$ cat config.mk
export PLATFORM = sky130hd
export DESIGN_NAME = gocr_top
export DESIGN_NICKNAME = d
export VERILOG_FILES = /design/src/design/gocr_pkg.sv /design/src/design/gocr_gain_sat.sv /design/src/design/gocr_top.sv
export VERILOG_INCLUDE_DIRS = /design/src /design/src/design
export SDC_FILE = /design/constraint.sdc
export NUM_CORES = 1
export LEC_CHECK = 0
export ABC_AREA = 1
export BUFFER_PORTS_ARGS = -buffer_cell sky130_fd_sc_hd__buf_4
export CAP_MARGIN = 20
export CORE_MARGIN = 2
export CORE_UTILIZATION = 55
export DETAILED_ROUTE_END_ITERATION = 7
export PLACE_DENSITY = 0.76
export SLEW_MARGIN = 20
export SYNTH_ARGS = -nofsm -noshare
export SYNTH_HDL_FRONTEND = slang
export SYNTH_SLANG_ARGS = --single-unit
$ cat constraint.sdc
create_clock -name i_clk_sys -period 6.7 [get_ports i_clk_sys]
set_input_delay 1.34 -clock i_clk_sys [delete_from_list [all_inputs] [get_ports i_clk_sys]]
set_output_delay 1.34 -clock i_clk_sys [all_outputs]
set_load 0.02 [all_outputs]
$ cat src/design/gocr_regs.svh
`ifndef GOCR_REGS_SVH
`define GOCR_REGS_SVH

`define GOCR_PAGE_CH_A 24'h610000
`define GOCR_PAGE_CH_B 24'h610100

`define GOCR_OFS_EST_SEL 8'h34
`define GOCR_OFS_CORR_CTRL 8'h68
`define GOCR_OFS_GAIN 8'ha6

`define GOCR_EST_SEL_MASK 8'h01
`define GOCR_CORR_CTRL_MASK 8'ha7
`define GOCR_GAIN_MASK 8'h0f
`define GOCR_RESET_VALUE 8'h00

`define GOCR_BIT_EXT_EST 0
`define GOCR_BIT_HOLD_HI 7
`define GOCR_BIT_HOLD_MID 5
`define GOCR_BIT_CORR_DIS 2
`define GOCR_BIT_HOLD_LO 1

`define GOCR_HOLD_RUN 3'h3
`define GOCR_HOLD_FREEZE 3'h7
`define GOCR_GAIN_CODE_MAX 4'hb

`define GOCR_GAIN_FRAC_BITS 14
`define GOCR_SAMPLE_MAX 14'sh1fff
`define GOCR_SAMPLE_MIN 14'sh2000

`endif

$ cat src/design/gocr_pkg.sv
package gocr_pkg;

  typedef logic signed [13:0] gocr_sample_type;

  typedef struct packed {
    logic external_estimate_select;
    logic corrector_disable;
    logic [2:0] hold_setting;
  } gocr_corr_ctrl_type;

  typedef struct packed {
    logic wr;
    logic rd;
    logic [23:0] page;
    logic [7:0] addr;
    logic [7:0] wdata;
  } gocr_reg_req_type;

endpackage : gocr_pkg

$ cat src/design/gocr_gain_sat.sv
`timescale 1ns/10ps
`include "gocr_regs.svh"

module gocr_gain_sat (
  input wire logic i_clk_sys,
  input wire logic i_reset,
  input wire logic [3:0] i_output_gain_code,
  input wire logic i_valid,
  input wire gocr_pkg::gocr_sample_type i_sample,
  output logic o_valid,
  output gocr_pkg::gocr_sample_type o_sample
);

  // Linear gain in Q2.14 for 0..11 dB; unused codes fall back to unity
  function automatic logic [16:0] gain_lut(input logic [3:0] code);
    case (code)
      4'h0: gain_lut = 17'h04000;
      4'h1: gain_lut = 17'h047cf;
      4'h2: gain_lut = 17'h05092;
      4'h3: gain_lut = 17'h05a67;
      4'h4: gain_lut = 17'h0656f;
      4'h5: gain_lut = 17'h071cf;
      4'h6: gain_lut = 17'h07fb2;
      4'h7: gain_lut = 17'h08f47;
      4'h8: gain_lut = 17'h0a0c3;
      4'h9: gain_lut = 17'h0b460;
      4'ha: gain_lut = 17'h0ca63;
      4'hb: gain_lut = 17'h0e316;
      default: gain_lut = 17'h04000;
    endcase
  endfunction : gain_lut

  wire logic signed [17:0] gain_s = $signed({1'b0, gain_lut(i_output_gain_code)});
  wire logic signed [31:0] product = i_sample * gain_s;
  wire logic signed [17:0] scaled = product[31:14];
  wire logic too_high = scaled > 18'sh01fff;
  wire logic too_low = scaled < -18'sh02000;
  // Clip rather than wrap: a wrapped peak becomes a full-scale glitch
  wire gocr_pkg::gocr_sample_type clipped = too_high ? `GOCR_SAMPLE_MAX :
                                            too_low ? `GOCR_SAMPLE_MIN :
                                            scaled[13:0];

  logic valid_r;
  gocr_pkg::gocr_sample_type sample_r;

  always_ff @(posedge i_clk_sys)
  begin
    if (i_reset)
    begin
      valid_r <= 1'b0;
      sample_r <= '0;
    end
    else
    begin
      valid_r <= i_valid;
      if (i_valid)
        sample_r <= clipped;
    end
  end

  assign o_valid = valid_r;
  assign o_sample = sample_r;
endmodule : gocr_gain_sat

$ cat src/design/gocr_top.sv
`timescale 1ns/10ps
`include "gocr_regs.svh"

// Overview of operation
// - The low nibble of the gain register sets 0 dB at 0000 up to 11 dB at 1011 in 1 dB steps.
// - Bit 0 of the estimate-select register makes the corrector use the external estimate.
// - Bits 7, 5 and 1 of the correction control register together form a 3-bit hold setting.
// - Hold setting 111 freezes estimation and keeps the last computed offset applied.
// - With the disable bit at 0 and hold setting 011 the corrector runs and removes the fs/8, fs/4, 3fs/8, fs/2 spurs.
// - With the disable bit at 1 the corrector is bypassed and corrects nothing.
// - Channel B has its own control register at offset_corr_control_a laid out like channel A's.
// - Registers are reached through page 610000h for channel A and 610100h for channel B.

module gocr_top (
  input wire logic i_clk_sys,
  input wire logic i_reset,
  input wire gocr_pkg::gocr_reg_req_type i_reg_req,
  output logic [7:0] o_reg_rdata,
  output logic o_reg_rvalid,
  input wire logic [1:0] i_sample_valid,
  input wire gocr_pkg::gocr_sample_type i_sample_a,
  input wire gocr_pkg::gocr_sample_type i_sample_b,
  output logic [1:0] o_sample_valid,
  output gocr_pkg::gocr_sample_type o_sample_a,
  output gocr_pkg::gocr_sample_type o_sample_b,
  output gocr_pkg::gocr_corr_ctrl_type o_corr_ctrl_a,
  output gocr_pkg::gocr_corr_ctrl_type o_corr_ctrl_b,
  output logic [1:0] o_corr_estimating,
  output logic [1:0] o_corr_frozen,
  output logic [1:0] o_corr_bypass
);

  function automatic logic page_hit(input logic [23:0] page, input logic ch);
    page_hit = (page == (ch ? `GOCR_PAGE_CH_B : `GOCR_PAGE_CH_A));
  endfunction : page_hit

  logic [7:0] est_r [2];
  logic [7:0] ctrl_r [2];
  logic [7:0] gain_r [2];
  logic [7:0] rdata_r;
  logic rvalid_r;

  wire logic [1:0] ch_hit;
  wire logic [7:0] ch_rdata [2];
  wire gocr_pkg::gocr_corr_ctrl_type corr_ctrl [2];
  wire gocr_pkg::gocr_sample_type samp_in [2];
  wire gocr_pkg::gocr_sample_type samp_out [2];

  assign samp_in[0] = i_sample_a;
  assign samp_in[1] = i_sample_b;

  genvar ch;
  generate
    for (ch = 0; ch < 2; ch = ch + 1)
    begin : g_chan
      wire logic wr_hit = i_reg_req.wr && ch_hit[ch];
      wire logic wr_est = wr_hit && i_reg_req.addr == `GOCR_OFS_EST_SEL;
      wire logic wr_ctrl = wr_hit && i_reg_req.addr == `GOCR_OFS_CORR_CTRL;
      wire logic wr_gain = wr_hit && i_reg_req.addr == `GOCR_OFS_GAIN;

      assign ch_hit[ch] = page_hit(i_reg_req.page, ch == 1);
      // Write-only zero bits are dropped so they always read back as zero
      assign ch_rdata[ch] =
        (i_reg_req.addr == `GOCR_OFS_EST_SEL) ? est_r[ch] :
        (i_reg_req.addr == `GOCR_OFS_CORR_CTRL) ? ctrl_r[ch] :
        (i_reg_req.addr == `GOCR_OFS_GAIN) ? gain_r[ch] : 8'h00;

      always_ff @(posedge i_clk_sys)
      begin
        if (i_reset)
        begin
          est_r[ch] <= `GOCR_RESET_VALUE;
          ctrl_r[ch] <= `GOCR_RESET_VALUE;
          gain_r[ch] <= `GOCR_RESET_VALUE;
        end
        else
        begin
          if (wr_est)
            est_r[ch] <= i_reg_req.wdata & `GOCR_EST_SEL_MASK;
          if (wr_ctrl)
            ctrl_r[ch] <= i_reg_req.wdata & `GOCR_CORR_CTRL_MASK;
          if (wr_gain)
            gain_r[ch] <= i_reg_req.wdata & `GOCR_GAIN_MASK;
        end
      end

      assign corr_ctrl[ch].external_estimate_select = est_r[ch][`GOCR_BIT_EXT_EST];
      assign corr_ctrl[ch].corrector_disable = ctrl_r[ch][`GOCR_BIT_CORR_DIS];
      assign corr_ctrl[ch].hold_setting = {ctrl_r[ch][`GOCR_BIT_HOLD_HI],
                                           ctrl_r[ch][`GOCR_BIT_HOLD_MID],
                                           ctrl_r[ch][`GOCR_BIT_HOLD_LO]};
      // Disable overrides hold; undefined hold codes leave the corrector idle
      assign o_corr_bypass[ch] = corr_ctrl[ch].corrector_disable;
      assign o_corr_estimating[ch] = !corr_ctrl[ch].corrector_disable &&
        corr_ctrl[ch].hold_setting == `GOCR_HOLD_RUN;
      assign o_corr_frozen[ch] = !corr_ctrl[ch].corrector_disable &&
        corr_ctrl[ch].hold_setting == `GOCR_HOLD_FREEZE;

      gocr_gain_sat u_gain (
        .i_clk_sys(i_clk_sys),
        .i_reset(i_reset),
        .i_output_gain_code(gain_r[ch][3:0]),
        .i_valid(i_sample_valid[ch]),
        .i_sample(samp_in[ch]),
        .o_valid(o_sample_valid[ch]),
        .o_sample(samp_out[ch])
      );
    end
  endgenerate

  // Unmapped page or offset reads back zero, still with a valid strobe
  wire logic [7:0] rd_mux = ch_hit[0] ? ch_rdata[0] : ch_hit[1] ? ch_rdata[1] : 8'h00;

  always_ff @(posedge i_clk_sys)
  begin
    if (i_reset)
    begin
      rdata_r <= 8'h00;
      rvalid_r <= 1'b0;
    end
    else
    begin
      rvalid_r <= i_reg_req.rd;
      if (i_reg_req.rd)
        rdata_r <= rd_mux;
    end
  end

  assign o_reg_rdata = rdata_r;
  assign o_reg_rvalid = rvalid_r;
  assign o_corr_ctrl_a = corr_ctrl[0];
  assign o_corr_ctrl_b = corr_ctrl[1];
  assign o_sample_a = samp_out[0];
  assign o_sample_b = samp_out[1];
endmodule : gocr_top

Yosys cells after proc, flatten, opt, wreduce, memory -nomap -nowiden
Memory sizes are Yosys's and may differ from the RTL's.
Cells that the tools add are included.
Operators by class
  equality and inequality tests: 9
  magnitude comparators: 4
  bitwise operators: 6
  multipliers: 2
  muxes and demuxes: 38
  reductions and logical operators: 14
Operators by type and width (number)
  $mul 14x18->32: 2
  $mux 8: 8
  $mux 14: 4
  $eq 24x23->1 const B: 2
  $gt 18x14->1 const B: 2
  $lt 18x14->1 const B: 2
  $mux 1: 22
  $logic_and 1x1->1: 12
  $mux 5: 2
  $eq 8x6->1 const B: 1
  $eq 8x7->1 const B: 1
  $eq 8x8->1 const B: 1
  $mux 4: 2
  $eq 3x2->1 const B: 2
  $eq 3x3->1 const B: 2
  $or 1x1->1: 6
  $logic_not 1->1: 2
Word-level totals
  output and inout bits: 55
  word-level logic and storage cells: 84
  memory bits (writable): 20
  register bits: 39
  input bits: 74
  memories kept: 5
  ROM bits: 512
Memory list
  (no name shown): depth 16, bits a word 16, read ports 1, clocked after Yosys merged registers in 0, write ports 0, RTL line gocr_gain_sat.sv:16  | case (code)
  (no name shown): depth 16, bits a word 16, read ports 1, clocked after Yosys merged registers in 0, write ports 0, RTL line gocr_gain_sat.sv:16
  ctrl_r: depth 2, bits a word 5, read ports 2, clocked after Yosys merged registers in 0, write ports 2, RTL line gocr_top.sv:38  | logic [7:0] ctrl_r [2];
  gain_r: depth 2, bits a word 4, read ports 2, clocked after Yosys merged registers in 0, write ports 2, RTL line gocr_top.sv:39  | logic [7:0] gain_r [2];
  est_r: depth 2, bits a word 1, read ports 2, clocked after Yosys merged registers in 0, write ports 2, RTL line gocr_top.sv:37  | logic [7:0] est_r [2];

Longest topological paths before layout
  word-level depth: 7
  depth in mapped cells: 35
  mapped depth without buffers: 34

By module
From an unflattened synthesis, not the netlist that was laid out.
Unflattened totals
  cell total of the unflattened synthesis: 2494
  area total of the unflattened synthesis: 18936.9 um2
Modules (own cells, without submodules)
  gocr_gain_sat at g_chan[0].u_gain: instances 1, area each 8634.5 um2, cells an instance 1134, sequential area each 300.3 um2
  gocr_gain_sat at g_chan[1].u_gain: instances 1, area each 8595.7 um2, cells an instance 1136, sequential area each 300.3 um2
  gocr_top: instances 1, area each 1706.6 um2, cells an instance 224, sequential area each 740.7 um2

Least setup slack after synthesis
Ideal clock, no wire load.
  path type: in2reg
  start: input i_sample_a[2]
  end: register g_chan[0].u_gain.sample_r[0]
  setup slack: -83 ps
  data arrival time: 6661 ps
  library setup time: 122 ps
  path buffers: 2
  stages: 27
  required time: 6578 ps
  path through: inv_1 -> clkbuf_1 -> nor2_1 -> fa_1 -> inv_1 -> fa_1 -> inv_1 -> fa_1 -> fa_1 -> fa_1 -> inv_1 -> fa_1 -> inv_1 -> ha_1 -> a21oi_1 -> o21ai_0 -> a21oi_1 -> nor2_1 -> nor3_1 -> nand2_1 -> nand2_1 -> nand2_1 -> nor2_1 -> nand3_1 -> a21oi_2 -> buf_6 -> a21oi_2
Between the ends
  word-level cells in the longest chain between the ends: 4
  elaborated cells on any way between the ends: 5
  classes of those cells: mul (1); order compare (2); mux (2)
RTL lines
  from (decl): RTL line gocr_top.sv:21  | input wire gocr_pkg::gocr_sample_type i_sample_a,
  $mul 14x18->32 *: RTL line gocr_gain_sat.sv:34  | wire logic signed [31:0] product = i_sample * gain_s;
  $lt 18x14->1: RTL line gocr_gain_sat.sv:37  | wire logic too_low = scaled < -18'sh02000;
  $mux 14: RTL line gocr_gain_sat.sv:40  | too_low ? `GOCR_SAMPLE_MIN :
  $mux 14 *: RTL line gocr_gain_sat.sv:39  | wire gocr_pkg::gocr_sample_type clipped = too_high ? `GOCR_SAMPLE_MAX :
  to (signal assigned): RTL line gocr_gain_sat.sv:57  | sample_r <= clipped;
  to (decl): RTL line gocr_gain_sat.sv:44  | gocr_pkg::gocr_sample_type sample_r;
Every way passes the cells marked *; elsewhere a longest branch is shown, timed or not.
A chain may end at the register's enable or synchronous reset.

Worst setup path after layout
  start: input i_sample_a[3]
  end: register g_chan[0].u_gain.sample_r[4]
Same word-level chain as after synthesis.

==> run_results.csv <==
group,metric,value,unit
status,status,"complete, but fails checks",
status,violations,"negative setup slack",
routing,drc_errors,0,
placed_design,io_buffers,124,
global_routing,grt-ovfl-total,0,
critical_path,reg2reg_slack,-0.07,ns
sta,relSlewSlack,38.7,%
clock_tree,clk_pin_slew_worst_paths,0.05,ns
critical_path,crit_fanout,6,
critical_path,worst_setup_path_end_kind,"flop",
logic_synthesis,synthArstFlopShare,0,%
die,dieArea,35500,µm²
routing,drt_pre_antenna_iters,5,
clock_tree,cts_buffer_depth,2,
die,fp.dieH,188,µm
sta,tns,-1.11,ns
routing,vias,17700,
global_routing,grt_pass1_vias,17800,
clock_tree,clockRootBuffer,"clkbuf_16",
logic_synthesis,synth.cell_area,18700,µm²
critical_path,path_buf_inv,11,
clock_tree,cts_tree,"built",
critical_path,start_kind,"input port",
sta,fmax,0.147,GHz
sta,holdWs,0.468,ns
global_routing,grt_usage,31.3,%
logic_synthesis,yosys.area.top_type,"fa_1",
cells_and_area,drive_gt1_share,27.2,%
sta,rsz0062_at_grt,"yes",
worst_hold_path,hp-class,"flop to flop",
sta,finClkSkew,0.00722,ns
routing,drt_iter0_drc,1672,
logic_synthesis,synth.yosys.seq_area_share,7.17,%
cells_and_area,syn2layout_area_growth,28.2,%
logic_synthesis,ys_ff_latch,57,
cells_and_area,nNetsFinal,3459,
critical_path,cp.depth,30,
sta,setup_violations,26,
sta,drv_slew,0,
die,pin_count,129,
placed_design,dp_hpwl,46.5,mm
placed_design,gp_congestion,0.999,
critical_path,critPathRequiredTime,6.97,ns
critical_path,crit_family,"adder cells",
critical_path,r2r-start,"gain_r[0][0]",
job,drv_cap,0,
routing,ant_nets,0,
logic_synthesis,synth_flop_cell,"dfxtp_1",
critical_path,critPathCapture,"g_chan[0].u_gain.o_sample[4]",
sta,period_needed,6.79,ns
sta,worst_slack,-0.0925,ns
logic_synthesis,synth_edf_count,20,
worst_hold_path,hold_depth,2,
die,start_util,55.8,%
critical_path,crit_start,"i_sample_a[3]",
die,die_w,188,µm
cells_and_area,antenna-diode-count,0,
clock_tree,cts_sinks,57,
logic_synthesis,synth_cell_types,51,
global_routing,antenna_found_initial,0,
logic_synthesis,synth_area_leaders,"fa_1, ha_1, inv_1, nand2_1, nor2_1",
global_routing,grt_pass1_wl,88.9,mm
die,core,33500,µm²
clock_tree,cts_made_buffers,9,
routing,wl_per_cell,17.2,µm
global_routing,grt_start_max_net_pins,39,
clock_tree,clk_latency,0.33,ns
sta,hold_violations,0,
logic_synthesis,syn_area_per_cell,7.74,µm²
critical_path,r2r-end,"g_chan[0].u_gain.o_sample[4]",
sta,finalCritPeriodShare,101,%
routing,drt_wl_total,56.1,mm
die,row_count,67,
critical_path,ff2ff_path_depth,35,
critical_path,max_stage_delay,0.57,ns
critical_path,worstPathArrival,7.06,ns
logic_synthesis,yosysWarningCount,0,
clock_tree,h-tree-depth,3,
logic_synthesis,yosysTopAreaCellShare,35.3,%
critical_path,critPathMostFrequentCell,"fa_1",
routing,viasPerCell,5.41,
logic_synthesis,synth_cells,2417,
critical_path,critical_path_class,"input port to flop",
critical_path,crit_slowest_cell,"fa_1",
sta,worst_pin_slew,0.911,ns
placed cells by master (no fill, tap or decap), drive strengths merged, types with 3 or more instances in the layout:
cell type,count
a31oi,5
clkinvlp,11
o21a,3
clkinv,8
o22ai,8
a21oi,118
xor2,14
o211ai,5
a21o,8
inv,533
edfxtp,20
nand4,5
clkbuf,14
xnor2,16
nor4,16
nand3b,5
o21ai,88
nand2,448
o21bai,3
nor3,17
dfxtp,37
ha,242
nor2,361
fa,330
buf,441
nand3,44
state kept, by name, indices dropped and copies added (netlist names):
name	cells
gain_r	8
o_reg_rvalid	1
o_reg_rdata	6
ctrl_r	10
g_chan.u_gain.o_sample	28
est_r	2
g_chan.u_gain.o_valid	2
layer usage:
layer	part of all wire (%)	routed length [µm]	up-vias	track usage, %
li1	-	-	8125	-
met1	42	23400	8621	44.2
met2	47	26100	792	51.1
met3	8.9	5000	129	4.82
met4	2.8	1570	0	7.30
met5	0	0	-	0
Yosys cell counts (all sizes together), types with 17 or more instances:
cell,n
a21oi,118
buf,24
clkbuf,38
dfxtp,37
edfxtp,20
fa,330
ha,242
inv,539
nand2,447
nand3,44
nor2,361
nor3,17
o21ai,88
logic make-up (layout without fill, tap and decap cells):
family          count (synthesis)  after routing  synth area share [%]
xor+xnor                       30             30                  1.45
fa+ha+maj                     572            572                  51.5
simple gates                  899            900                  19.4
other cells                     1              2                0.0201
buf+inv                       609           1008                  12.7
compound gates                249            249                  7.67
flops                          57             57                  7.17
worst register-to-register path: cells and delay by family, from the launching register on:
family,cells,cell delay (ns)
simple gates,9,0.88
fa+ha+maj,8,3.44
flops,1,0.41
buf+inv,12,1.10
compound gates,6,0.89
area by class of cell:
| cell class | count | area [µm²] |
|---|---|---|
| repair inverters | 2 | 15.0 |
| clock buffers | 12 | 268 |
| clock inverters | 4 | 48.8 |
| multi-input cells | 1753 | 16100 |
| flip-flops and latches | 57 | 1340 |
| fillers | 2546 | 9560 |
| repair buffers | 443 | 3570 |
| well taps | 448 | 561 |
| inverters | 547 | 2100 |
per-stage QoR:
step	instance area (µm²)	util [%]	worst slack (ns)	cells
CTS	22500	67.2	0.00228	3229
floorplan	18700	-	0.0109	2418
finish	24000	71.5	-0.0925	3266
detailed placement	22000	65.5	-0.518	3204
global placement	22000	65.5	-0.513	3204
global route	24000	71.5	-0.333	3266
how the worst min path moves through the flow:
stage	from	to	slack (ns)
CTS	o_reg_rdata[7]	o_reg_rdata[7]	0.47
floorplan	g_chan[0].u_gain.o_sample[13]	g_chan[0].u_gain.o_sample[13]	0.54
global placement	o_reg_rdata[7]	o_reg_rdata[7]	0.45
global route	o_reg_rdata[7]	o_reg_rdata[7]	0.51
detailed placement	o_reg_rdata[5]	o_reg_rdata[5]	0.46
finish	o_reg_rdata[7]	o_reg_rdata[7]	0.47
repair_timing:
action	4_1_cts	5_1_grt
setup endpoints to repair	27	28
pin swaps	21	104
hold buffers	0	0
resized for setup	66	283
buffers inserted	9	33
cloned	1	4
Power is left out: the tool's default activity adds up to more than one toggle a clock period on the data nets, which glitch-free logic cannot reach.
